--- config.mk ---
export PLATFORM = sky130hd
export DESIGN_NAME = pfs_pin_mux
export DESIGN_NICKNAME = d
export VERILOG_FILES = /design/src/pfs_pin_mux_end.sv /design/src/pfs_pkg.sv /design/src/pfs_sync_if.sv /design/src/pfs_pin_mux.sv /design/src/pfs_pin_sync.sv
export SDC_FILE = /design/constraint.sdc
export NUM_CORES = 1
export LEC_CHECK = 0
export BUFFER_PORTS_ARGS = -buffer_cell sky130_fd_sc_hd__buf_2
export CORE_MARGIN = 5
export CORE_UTILIZATION = 30
export CTS_BUF_LIST = sky130_fd_sc_hd__clkbuf_8
export DETAILED_ROUTE_END_ITERATION = 12
export PLACE_DENSITY_LB_ADDON = 0.08
export SYNTH_ARGS = -nofsm -noshare
export SYNTH_HDL_FRONTEND = slang
export SYNTH_SLANG_ARGS = --single-unit
export TNS_END_PERCENT = 30
--- constraint.sdc ---
create_clock -name ref_clk -period 1.05 [get_ports ref_clk]
set_input_delay 0.21 -clock ref_clk [delete_from_list [all_inputs] [get_ports ref_clk]]
set_output_delay 0.21 -clock ref_clk [all_outputs]
set_load 0.02 [all_outputs]
--- src/pfs_pin_mux_end.sv ---
// empty unit with no logic
`timescale 1ns/1ps
`default_nettype none
`default_nettype wire

--- src/pfs_pkg.sv ---
// constants and types shared by the pin function sharing block
package pfs_pkg;

  localparam int unsigned PFS_A_W = 8;
  localparam int unsigned PFS_B_W = 8;
  localparam int unsigned PFS_C_W = 4;
  localparam int unsigned PFS_FP_N = 25;
  localparam int unsigned PFS_BP_N = 4;
  localparam int unsigned PFS_KWI_N = 4;

  // synchroniser lane layout
  localparam int unsigned PFS_SYNC_W = 22;
  localparam int unsigned PFS_SYNC_A_LSB = 0;
  localparam int unsigned PFS_SYNC_B_LSB = 8;
  localparam int unsigned PFS_SYNC_C_LSB = 16;
  localparam int unsigned PFS_SYNC_MAIN_OSC = 20;
  localparam int unsigned PFS_SYNC_SEC_OSC = 21;

  // first port shared bit positions
  localparam int unsigned PFS_A_BUZZ_BIT = 3;
  localparam int unsigned PFS_A_AN0_BIT = 4;
  localparam int unsigned PFS_A_EVENT_BIT = 4;
  localparam int unsigned PFS_A_AN1_BIT = 5;
  localparam int unsigned PFS_A_REMOTE_BIT = 6;
  localparam int unsigned PFS_A_PWC_BIT = 7;

  // third port shared bit positions
  localparam int unsigned PFS_C_SCK_BIT = 0;
  localparam int unsigned PFS_C_SDO_BIT = 1;
  localparam int unsigned PFS_C_SDI_BIT = 2;
  localparam int unsigned PFS_C_IRQ_BIT = 3;

  // lcd plane sharing
  localparam int unsigned PFS_FP_B_FIRST = 17;
  localparam int unsigned PFS_FP_SHARED = 0;
  localparam int unsigned PFS_BP_SHARED = 3;

  // reset values
  localparam logic [7:0] PFS_A_DATA_RST = 8'h00;
  localparam logic [7:0] PFS_A_DIR_RST = 8'h00;
  localparam logic [7:0] PFS_B_DATA_RST = 8'h00;
  localparam logic [7:0] PFS_B_DIR_RST = 8'h00;
  localparam logic [7:0] PFS_B_LCD_RST = 8'hff;
  localparam logic [3:0] PFS_C_DATA_RST = 4'h0;
  localparam logic [3:0] PFS_C_DIR_RST = 4'h0;
  localparam logic [3:0] PFS_C_PULL_RST = 4'h0;
  localparam logic [1:0] PFS_OD_RST = 2'h0;

  // cycles after reset release before the mode pin is sampled
  localparam logic [2:0] PFS_MODE_CAPTURE_CYCLES = 3'h4;

  typedef enum logic [8:0] {
    PFS_CFG_A_DATA = 9'h001,
    PFS_CFG_A_DIR = 9'h002,
    PFS_CFG_B_DATA = 9'h004,
    PFS_CFG_B_DIR = 9'h008,
    PFS_CFG_B_LCD = 9'h010,
    PFS_CFG_C_DATA = 9'h020,
    PFS_CFG_C_DIR = 9'h040,
    PFS_CFG_C_PULL = 9'h080,
    PFS_CFG_OD = 9'h100
  } pfs_cfg_t;

endpackage

--- src/pfs_sync_if.sv ---
// carrier between pin sampling and the pin mux
`timescale 1ns/1ps
`default_nettype none
interface pfs_sync_if #(parameter int unsigned W = 22);
  logic [W-1:0] raw;
  logic [W-1:0] level;
  modport src (output raw, input level);
  modport snk (input raw, output level);
endinterface
`default_nettype wire

--- src/pfs_pin_mux.sv ---
// pin function sharing top: port muxing, lcd planes, bus clock divider
// What this block does
// - The bus clock toggles on every rising edge of the selected oscillator input, halving it.
// - Driving the active-low reset low puts every control register in its start-up value.
// - The first port is eight software-controlled lines, all inputs after reset.
// - First port: key wake-up 0-3, buzzer 3, analog 4-5, events 4, carrier 6, pulse width 7.
// - Third-port bits 0-2 carry SPI clock, data out and data in, and bit 3 the interrupt request.
// - All third-port lines come up as plain port inputs and are otherwise software controlled.
// - Each third-port pin has its own software pull-up enable.
// - The SPI clock and data-out pins can be switched to open-drain drive.
// - Second-port lines start as LCD front-plane outputs and can be handed to port use.
// - Front planes 17 to 24 land on second-port bits 7 down to 0.
// - There are 25 front-plane outputs and front plane 0 shares its pin with back plane 3.
// - There are four back planes and back plane 3 shares the front plane 0 pin.
// - The interrupt pin on third-port bit 3 also selects special mode entry.
`timescale 1ns/1ps
`default_nettype none
module pfs_pin_mux
  import pfs_pkg::*;
(
  input wire logic ref_clk,
  input wire logic rst_b,
  input wire logic cfg_wr,
  input wire pfs_cfg_t cfg_sel,
  input wire logic [7:0] cfg_wdata,
  output logic [7:0] first_port_read,
  output logic [7:0] second_port_read,
  output logic [3:0] third_port_read,
  input wire logic [7:0] first_port_line_in,
  output logic [7:0] first_port_line_out,
  output logic [7:0] first_port_line_oe,
  input wire logic [7:0] second_port_line_in,
  output logic [7:0] second_port_line_out,
  output logic [7:0] second_port_line_oe,
  input wire logic [3:0] third_port_line_in,
  output logic [3:0] third_port_line_out,
  output logic [3:0] third_port_line_oe,
  output logic [3:0] third_port_pullup_en,
  output logic [3:0] key_wakeup_input,
  input wire logic buzzer_enable,
  input wire logic buzzer_tone_output,
  input wire logic analog_input_zero_sel,
  input wire logic analog_input_one_sel,
  output logic event_count_input,
  input wire logic remote_enable,
  input wire logic remote_carrier_output,
  output logic pulse_width_input,
  input wire logic spi_enable,
  input wire logic spi_sck_out,
  input wire logic spi_sck_oe,
  input wire logic spi_sdo_out,
  input wire logic spi_sdo_oe,
  output logic spi_sdi_in,
  input wire logic irq_enable,
  output logic irq_request_b,
  output logic special_mode_select,
  input wire logic [24:0] lcd_front_plane,
  input wire logic [3:0] lcd_back_plane,
  input wire logic lcd_quarter_duty,
  output logic [15:0] lcd_front_plane_pin,
  output logic [2:0] lcd_back_plane_pin,
  output logic lcd_shared_plane_pin,
  input wire logic main_osc_input,
  input wire logic secondary_osc_input,
  input wire logic osc_select,
  output logic bus_frequency_clk
);

  logic [7:0] a_data_reg;
  logic [7:0] a_data_next;
  logic [7:0] a_dir_reg;
  logic [7:0] a_dir_next;
  logic [7:0] b_data_reg;
  logic [7:0] b_data_next;
  logic [7:0] b_dir_reg;
  logic [7:0] b_dir_next;
  logic [7:0] b_lcd_reg;
  logic [7:0] b_lcd_next;
  logic [3:0] c_data_reg;
  logic [3:0] c_data_next;
  logic [3:0] c_dir_reg;
  logic [3:0] c_dir_next;
  logic [3:0] c_pull_reg;
  logic [3:0] c_pull_next;
  logic [1:0] od_reg;
  logic [1:0] od_next;
  logic [2:0] mode_cnt_reg;
  logic [2:0] mode_cnt_next;
  logic special_reg;
  logic special_next;
  logic osc_prev_reg;
  logic bus_clk_reg;
  logic bus_clk_next;

  logic [7:0] a_per_en;
  logic [7:0] a_per_out;
  logic [7:0] a_per_oe;
  logic [3:0] c_per_en;
  logic [3:0] c_per_out;
  logic [3:0] c_per_oe;
  logic [3:0] c_mux_out;
  logic [3:0] c_mux_oe;
  logic [3:0] c_od_mask;
  logic [7:0] b_fp_drive;
  logic osc_level;
  logic osc_rise;
  logic mode_capture;
  logic mode_done;
  logic sel_a_data;
  logic sel_a_dir;
  logic sel_b_data;
  logic sel_b_dir;
  logic sel_b_lcd;
  logic sel_c_data;
  logic sel_c_dir;
  logic sel_c_pull;
  logic sel_od;

  pfs_sync_if #(.W(PFS_SYNC_W)) sy ();

  pfs_pin_sync #(.W(PFS_SYNC_W)) u_sync (
    .ref_clk(ref_clk),
    .rst_b(rst_b),
    .sy(sy.snk)
  );

  // every pin and oscillator lane passes the synchroniser
  assign sy.raw = {secondary_osc_input, main_osc_input, third_port_line_in,
                   second_port_line_in, first_port_line_in};

  // configuration select decode
  assign sel_a_data = cfg_wr && (cfg_sel == PFS_CFG_A_DATA);
  assign sel_a_dir = cfg_wr && (cfg_sel == PFS_CFG_A_DIR);
  assign sel_b_data = cfg_wr && (cfg_sel == PFS_CFG_B_DATA);
  assign sel_b_dir = cfg_wr && (cfg_sel == PFS_CFG_B_DIR);
  assign sel_b_lcd = cfg_wr && (cfg_sel == PFS_CFG_B_LCD);
  assign sel_c_data = cfg_wr && (cfg_sel == PFS_CFG_C_DATA);
  assign sel_c_dir = cfg_wr && (cfg_sel == PFS_CFG_C_DIR);
  assign sel_c_pull = cfg_wr && (cfg_sel == PFS_CFG_C_PULL);
  assign sel_od = cfg_wr && (cfg_sel == PFS_CFG_OD);

  // configuration loads
  assign a_data_next = sel_a_data ? cfg_wdata : a_data_reg;
  assign a_dir_next = sel_a_dir ? cfg_wdata : a_dir_reg;
  assign b_data_next = sel_b_data ? cfg_wdata : b_data_reg;
  assign b_dir_next = sel_b_dir ? cfg_wdata : b_dir_reg;
  assign b_lcd_next = sel_b_lcd ? cfg_wdata : b_lcd_reg;
  assign c_data_next = sel_c_data ? cfg_wdata[3:0] : c_data_reg;
  assign c_dir_next = sel_c_dir ? cfg_wdata[3:0] : c_dir_reg;
  assign c_pull_next = sel_c_pull ? cfg_wdata[3:0] : c_pull_reg;
  assign od_next = sel_od ? cfg_wdata[1:0] : od_reg;

  // first port peripheral ownership
  always_comb
  begin
    a_per_en = 8'h00;
    a_per_out = 8'h00;
    a_per_oe = 8'h00;
    a_per_en[PFS_A_BUZZ_BIT] = buzzer_enable;
    a_per_out[PFS_A_BUZZ_BIT] = buzzer_tone_output;
    a_per_oe[PFS_A_BUZZ_BIT] = 1'b1;
    a_per_en[PFS_A_AN0_BIT] = analog_input_zero_sel;
    a_per_en[PFS_A_AN1_BIT] = analog_input_one_sel;
    a_per_en[PFS_A_REMOTE_BIT] = remote_enable;
    a_per_out[PFS_A_REMOTE_BIT] = remote_carrier_output;
    a_per_oe[PFS_A_REMOTE_BIT] = 1'b1;
  end

  // third port peripheral ownership
  always_comb
  begin
    c_per_en = 4'h0;
    c_per_out = 4'h0;
    c_per_oe = 4'h0;
    c_per_en[PFS_C_SCK_BIT] = spi_enable;
    c_per_out[PFS_C_SCK_BIT] = spi_sck_out;
    c_per_oe[PFS_C_SCK_BIT] = spi_sck_oe;
    c_per_en[PFS_C_SDO_BIT] = spi_enable;
    c_per_out[PFS_C_SDO_BIT] = spi_sdo_out;
    c_per_oe[PFS_C_SDO_BIT] = spi_sdo_oe;
    c_per_en[PFS_C_SDI_BIT] = spi_enable;
    c_per_en[PFS_C_IRQ_BIT] = irq_enable;
  end

  // open-drain applies to the spi clock and data-out pins only
  assign c_od_mask = {2'b00, od_reg} & c_per_en;

  genvar gi;

  // first and second port per-bit muxes
  generate
    for (gi = 0; gi < PFS_A_W; gi++)
    begin : g_ab
      assign first_port_line_out[gi] = a_per_en[gi] ? a_per_out[gi] : a_data_reg[gi];
      assign first_port_line_oe[gi] = a_per_en[gi] ? a_per_oe[gi] : a_dir_reg[gi];
      assign b_fp_drive[gi] = lcd_front_plane[PFS_FP_B_FIRST + PFS_B_W - 1 - gi];
      assign second_port_line_out[gi] = b_lcd_reg[gi] ? b_fp_drive[gi] : b_data_reg[gi];
      assign second_port_line_oe[gi] = b_lcd_reg[gi] ? 1'b1 : b_dir_reg[gi];
    end
  endgenerate

  // third port per-bit mux with open-drain reduction
  generate
    for (gi = 0; gi < PFS_C_W; gi++)
    begin : g_c
      assign c_mux_out[gi] = c_per_en[gi] ? c_per_out[gi] : c_data_reg[gi];
      assign c_mux_oe[gi] = c_per_en[gi] ? c_per_oe[gi] : c_dir_reg[gi];
      assign third_port_line_out[gi] = c_od_mask[gi] ? 1'b0 : c_mux_out[gi];
      assign third_port_line_oe[gi] = c_od_mask[gi] ? (c_mux_oe[gi] & ~c_mux_out[gi])
                                                    : c_mux_oe[gi];
    end
  endgenerate

  assign third_port_pullup_en = c_pull_reg;

  // reads and peripheral inputs from synchronised levels
  assign first_port_read = sy.level[PFS_SYNC_A_LSB +: PFS_A_W];
  assign second_port_read = sy.level[PFS_SYNC_B_LSB +: PFS_B_W];
  assign third_port_read = sy.level[PFS_SYNC_C_LSB +: PFS_C_W];
  assign key_wakeup_input = first_port_read[PFS_KWI_N-1:0];
  assign event_count_input = first_port_read[PFS_A_EVENT_BIT];
  assign pulse_width_input = first_port_read[PFS_A_PWC_BIT];
  assign spi_sdi_in = third_port_read[PFS_C_SDI_BIT];
  assign irq_request_b = third_port_read[PFS_C_IRQ_BIT];

  // lcd planes
  assign lcd_front_plane_pin = lcd_front_plane[PFS_FP_B_FIRST-1:1];
  assign lcd_back_plane_pin = lcd_back_plane[PFS_BP_SHARED-1:0];
  assign lcd_shared_plane_pin = lcd_quarter_duty ? lcd_back_plane[PFS_BP_SHARED]
                                                 : lcd_front_plane[PFS_FP_SHARED];

  // mode pin sampled once the synchroniser has settled
  // the read holds its reset value until four edges after release
  assign mode_capture = (mode_cnt_reg == PFS_MODE_CAPTURE_CYCLES);
  assign mode_done = (mode_cnt_reg == PFS_MODE_CAPTURE_CYCLES + 3'h1);
  assign mode_cnt_next = mode_done ? mode_cnt_reg : mode_cnt_reg + 3'h1;
  assign special_next = mode_capture ? ~third_port_read[PFS_C_IRQ_BIT] : special_reg;
  assign special_mode_select = special_reg;

  // bus clock: toggle on each rising oscillator edge
  assign osc_level = osc_select ? sy.level[PFS_SYNC_SEC_OSC] : sy.level[PFS_SYNC_MAIN_OSC];
  assign osc_rise = osc_level & ~osc_prev_reg;
  assign bus_clk_next = osc_rise ? ~bus_clk_reg : bus_clk_reg;
  assign bus_frequency_clk = bus_clk_reg;

  always_ff @(posedge ref_clk or negedge rst_b)
  begin
    if (!rst_b)
    begin
      a_data_reg <= PFS_A_DATA_RST;
      a_dir_reg <= PFS_A_DIR_RST;
      b_data_reg <= PFS_B_DATA_RST;
      b_dir_reg <= PFS_B_DIR_RST;
      b_lcd_reg <= PFS_B_LCD_RST;
    end
    else
    begin
      a_data_reg <= a_data_next;
      a_dir_reg <= a_dir_next;
      b_data_reg <= b_data_next;
      b_dir_reg <= b_dir_next;
      b_lcd_reg <= b_lcd_next;
    end
  end

  always_ff @(posedge ref_clk or negedge rst_b)
  begin
    if (!rst_b)
    begin
      c_data_reg <= PFS_C_DATA_RST;
      c_dir_reg <= PFS_C_DIR_RST;
      c_pull_reg <= PFS_C_PULL_RST;
      od_reg <= PFS_OD_RST;
    end
    else
    begin
      c_data_reg <= c_data_next;
      c_dir_reg <= c_dir_next;
      c_pull_reg <= c_pull_next;
      od_reg <= od_next;
    end
  end

  always_ff @(posedge ref_clk or negedge rst_b)
  begin
    if (!rst_b)
    begin
      mode_cnt_reg <= 3'h0;
      special_reg <= 1'b0;
      osc_prev_reg <= 1'b0;
      bus_clk_reg <= 1'b0;
    end
    else
    begin
      mode_cnt_reg <= mode_cnt_next;
      special_reg <= special_next;
      osc_prev_reg <= osc_level;
      bus_clk_reg <= bus_clk_next;
    end
  end

endmodule
`default_nettype wire

--- src/pfs_pin_sync.sv ---
// three-stage pin synchroniser with agreement filter
`timescale 1ns/1ps
`default_nettype none
module pfs_pin_sync
  import pfs_pkg::*;
#(
  parameter int unsigned W = PFS_SYNC_W
)
(
  input wire logic ref_clk,
  input wire logic rst_b,
  pfs_sync_if.snk sy
);

  logic [W-1:0] s1_reg;
  logic [W-1:0] s2_reg;
  logic [W-1:0] s3_reg;
  logic [W-1:0] level_reg;
  logic [W-1:0] level_next;

  // level moves only where stage two and three agree
  assign level_next = (s2_reg & s3_reg) | (level_reg & (s2_reg ^ s3_reg));
  assign sy.level = level_reg;

  always_ff @(posedge ref_clk or negedge rst_b)
  begin
    if (!rst_b)
    begin
      s1_reg <= '0;
      s2_reg <= '0;
      s3_reg <= '0;
      level_reg <= '0;
    end
    else
    begin
      s1_reg <= sy.raw;
      s2_reg <= s1_reg;
      s3_reg <= s2_reg;
      level_reg <= level_next;
    end
  end

endmodule
`default_nettype wire

# Word-level counts from Yosys, hierarchy flattened
# Index checks and enable logic that the tools add are counted.
[op_classes]
mux = 42
bitwise_logic = 17
add_sub_neg = 1
n_eq_ne = 11
reduce_logical = 9
[op_table]
columns = ["op", "count"]
rows = [
  ["AND 22 bit", 2],
  ["2-to-1 mux 1 bit", 42],
  ["OR 22 bit", 1],
  ["bitwise XOR 22 bit", 1],
  ["equality test 9 x 1 -> 1 bit, second input constant", 1],
  ["equality test 9 x 2 -> 1 bit, second input constant", 1],
  ["equality test 9 x 3 -> 1 bit, second input constant", 1],
  ["equality test 9 x 4 -> 1 bit, second input constant", 1],
  ["equality test 9 x 5 -> 1 bit, second input constant", 1],
  ["equality test 9 x 6 -> 1 bit, second input constant", 1],
  ["equality test 9 x 7 -> 1 bit, second input constant", 1],
  ["equality test 9 x 8 -> 1 bit, second input constant", 1],
  ["equality test 9 bit, second input constant", 1],
  ["logical AND 1 bit", 9],
  ["inverter 1 bit", 7],
  ["equality test 3 bit, second input constant", 2],
  ["AND 1 bit", 5],
  ["AND 2 x 4 -> 4 bit", 1],
  ["adder 3 x 1 -> 3 bit, second input constant", 1],
]
[totals]
in_bits = 85
ff_bits = 148

# Depth between registers and ports, before layout
[logic_depth]
depth_word = 4
depth_mapped = 5

# Hierarchy
# A second synthesis with hierarchy kept.
[unflattened]
cells_unflattened = 362
area_unflattened_um2 = 5641.7
[modules_own_cells]
columns = ["module", "cells_per_inst", "n_inst", "seq_area_each_um2", "area_each_um2"]
rows = [
  ["pfs_pin_mux", 230, 1, 1511.4, 2999.1],
  ["pfs_pin_sync", 132, 1, 2202.1, 2642.5],
]

# Least setup slack after synthesis
# No wires, ideal clock.
[synth_timing]
kind = "in2reg"
startpoint = "in cfg_sel[4]"
endpoint = "reg a_dir_reg[0]"
setup_slack_ps = -301
cell_stages = 3
arrival_ps = 1226
n_path_buf = 0
setup_ps = 125
path_cell_list = "nor4b_4 > nand4b_2 > mux2_2"
[synth_between]
elab_chain_cells = 2
[synth_lines]
columns = ["item", "line", "rtl"]
rows = [
  ["start, declared", "pfs_pin_mux.sv:24", "input wire pfs_cfg_t cfg_sel,"],
  ["equality test 9 x 2 -> 1 bit", "pfs_pin_mux.sv:133", "assign sel_a_dir = cfg_wr && (cfg_sel == PFS_CFG_A_DIR);"],
  ["logical AND 1 bit", "pfs_pin_mux.sv:133", ""],
  ["end signal, assigned", "pfs_pin_mux.sv:259", "a_dir_reg <= a_dir_next;"],
  ["end, declared", "pfs_pin_mux.sv:71", "logic [7:0] a_dir_reg;"],
]
# Every way passes these cells.
# A chain may end at the register's enable or synchronous reset.

# Final worst setup path
[layout_timing]
startpoint = "reg b_lcd_reg[3]"
endpoint = "out second_port_line_out[3]"
[layout_between]
elab_chain_cells = 1
[layout_lines]
columns = ["item", "line", "rtl"]
rows = [
  ["start, declared", "pfs_pin_mux.sv:77", "logic [7:0] b_lcd_reg;"],
  ["start signal, assigned", "pfs_pin_mux.sv:262", "b_lcd_reg <= b_lcd_next;"],
  ["2-to-1 mux 1 bit", "pfs_pin_mux.sv:197", "assign second_port_line_out[gi] = b_lcd_reg[gi] ? b_fp_drive[gi] : b_data_reg[gi];"],
  ["end, declared", "pfs_pin_mux.sv:33", "output logic [7:0] second_port_line_out,"],
]
# Every way passes these cells.

==> metrics <==
Boundary Pins between 150 and 200; fmax 608 MHz; vias in the first global route roughly 3700; reg2reg setup slack 70 ps; Core Box Area 18800 sq um; GRT Util Overall a little under an eighth; Yosys cell types 27; sequential group share of total power between 40% and 50%; Tmin final 1640 ps; CP max stage delay about 560 ps; clock root buffer clkbuf_8; synth warn 0; Leakage 3.97 nW; Iteration-0 DRC Markers between 80 and 90; critical path required time 840 ps; initial antenna violation count 0; Final Hold Viols 0; Seq/Total Area, Yosys 64.3%; footprint of the multi-input gates roughly 1700 sq um; FF-to-FF End mode_cnt_reg[1]; n_diodes 0; max-slew violation count 0; Slew HR approximately three quarters; CP Class reg2out; main area contributors after synthesis dfrtp_1 61%, mux2_2 13%, buf_4 6.6%; PortBufs between 100 and 150; combinational group share of total power 10.8%; share of cells above drive strength 1 between 50% and 60%; syn_nets between 400 and 500; failing checks negative setup slack; Post-Route M1 WL between 5000 and 6000 um; Filler Cell Count between 1500 and 2000; global route total overflow 0; type of the most critical hold path in2reg; CP Max Fanout 3; period utilization 157%; syn avg cell area 15.2 sq um; CTS tree done; smallest hold slack between 30 and 40 ps; status complete, but fails checks; met2 wire length roughly 5700 um; dpl hpwl between 8000 and 9000 um; switching share of power 23.7%; hold endpoint osc_prev_reg; routability-driven placement congestion ratio 0.693; chip height approximately 150 um; clk_lat worst skew approximately 440 ps; Die Wd ~150 um; final-stage net count about 650; Synth Cell Area between 5000 and 6000 sq um; CTS H-tree lvls 4; first-pass GRT wire length 19900 um; clock skew after layout between 5 and 6 ps; HP Start osc_select; Die ar. between 20000 and 25000 sq um; RSZ-0062 raised after global routing true; CTS sink count between 100 and 150; hold path depth 2; clock power share 41.0%; Register Area around 3700 sq um; wire per inst 15.0 um; Post-Route WL between 10000 and 15000 um; Clock Pin Slew Worst Setup and Hold Paths 90 ps; DRT antenna net count 0; critical-path cell list mux2_4 > buf_6; Vias per Instance slightly above 4; VDD IR max 0.700 mV; drt drc 0; Yosys reg bits 148; slowest CP cell dfstp_2; Cell Pwr Density ~1700 nW/um^2; num rows 50; DR top layer met4; NetSw around 3 mW; Vias roughly 3400; reg2reg start mode_cnt_reg[0]; crit path DAT about 1400 ps; setup TNS -19520 ps; max-cap violations 0; Reg2Reg Depth 4; final number of setup-violating endpoints 86; met3 routed WL 852 um; DRT Pass-1 Iters 4; critical path capture point type output pin; CP startpoint kind register; Syn-to-layout area delta 34.0%; Yosys top cell by area dfrtp_1; Max clock buf depth 2; Num CTS Buffers 17; Worst Max-Slew Pin Slew 361 ps; post-synthesis cell count roughly 380; setup ws final -594 ps; Util after Layout just over 40%; share of the synthesized area in the top cell type 60.7%; initial core utilization between 30 and 40%; Internal Power 9.78 mW; pin count of the biggest net entering global routing between 40 and 50
[layer usage]
metal,vias up,global-route usage [%]
met5,-,0
met4,0,5.17
met3,19,4.07
met2,102,18.0
met1,1673,14.8
li1,1581,-
[synth_stat cells (all sizes together)]
cell type	number
dfstp	8
nand2b	1
nand3	3
nor4b	1
nor2b	8
nor4	3
nand4b	5
or2	10
clkbuf	1
dfrtp	140
ha	25
nor3b	1
xnor2	2
a21o	22
and4bb	1
buf	51
inv	6
o22ai	2
nand4	3
nor2	6
and2	1
mux2	66
o21ai	4
nand2	9
[logic make-up after synthesis]
logic type	share of synthesized area, %
xor gates and xnor gates	0.303
adders and majority gates	5.42
and+or+nand+nor	6.59
muxes	12.9
DFF	64.3
AOI/OAI and AO/OA	3.42
buffers and inverters	7.09
[stage by stage]
step	instance area, sq um	instances	setup WS [ps]	power (mW)
after floorplan	5770	379	-301	7.09
after global placement	6690	756	-448	7.46
after detailed placement	6690	756	-492	7.50
after CTS	7650	810	-637	13.1
after global routing	7740	813	-661	13.5
final	7740	813	-594	12.8
[critical path, delay by kind of cell (launching register included)]
kind                   cells  cell delay (ps)
buffers and inverters      1              130
flip-flops                 1              560
multiplexers               1              300
[worst max-delay path by stage]
stage | slack [ps] | start | endpoint
3_3_place_gp | -450 | cfg_sel[1] | b_lcd_reg[5]
6_report | -590 | b_lcd_reg[3] | second_port_line_out[3]
2_1_floorplan | -300 | cfg_sel[4] | a_dir_reg[0]
4_1_cts | -640 | b_lcd_reg[4] | second_port_line_out[4]
3_5_place_dp | -490 | cfg_sel[4] | b_data_reg[7]
5_1_grt | -660 | b_lcd_reg[3] | second_port_line_out[3]
[placed cells by master (no fill, tap or decap), types with 2 or more instances in the layout]
master and count:
nand4b_2 4, nor2_1 6, dfstp_2 8, inv_6 3, buf_4 31, xnor2_1 2, nor2b_4 2, bufinv_16 5
buf_12 4, dfrtp_1 140, buf_6 38, inv_2 2, a21o_1 22, dlygate4sd3_1 23, or2_4 9, mux2_4 8
nor2b_1 6, nand2_1 8, ha_1 24, nand4_1 2, clkbuf_8 21, o21ai_0 2, o21ai_1 2, mux2_2 58
buf_2 99, inv_1 4, nor4_2 2, nand3_1 3
[power by group through the flow]
stage	combinational [mW]	sequential [mW]	clock, mW
2_1_floorplan	0.794	6.30	0
3_3_place_gp	1.20	6.27	0
3_5_place_dp	1.22	6.28	0
4_1_cts	1.39	6.17	5.50
5_1_grt	1.53	6.21	5.73
6_report	1.39	6.17	5.26
[layout make-up]
cell class,count,area share [%]
repair buffers,195,18.9
clock buffers,21,3.73
flip-flops and latches,148,48.0
inverters,6,0.291
well taps,260,4.20
multi-input cells,173,22.4
clock inverters,10,2.49
[what timing repair did]
action,4_1_cts,5_1_grt
hold endpoints to repair,164,0
pin swaps,10,6
buffers inserted,0,4
setup endpoints to repair,74,102
hold buffers,23,0
gates resized for setup,80,26
Note: power is estimated with default switching activity, not from simulation.
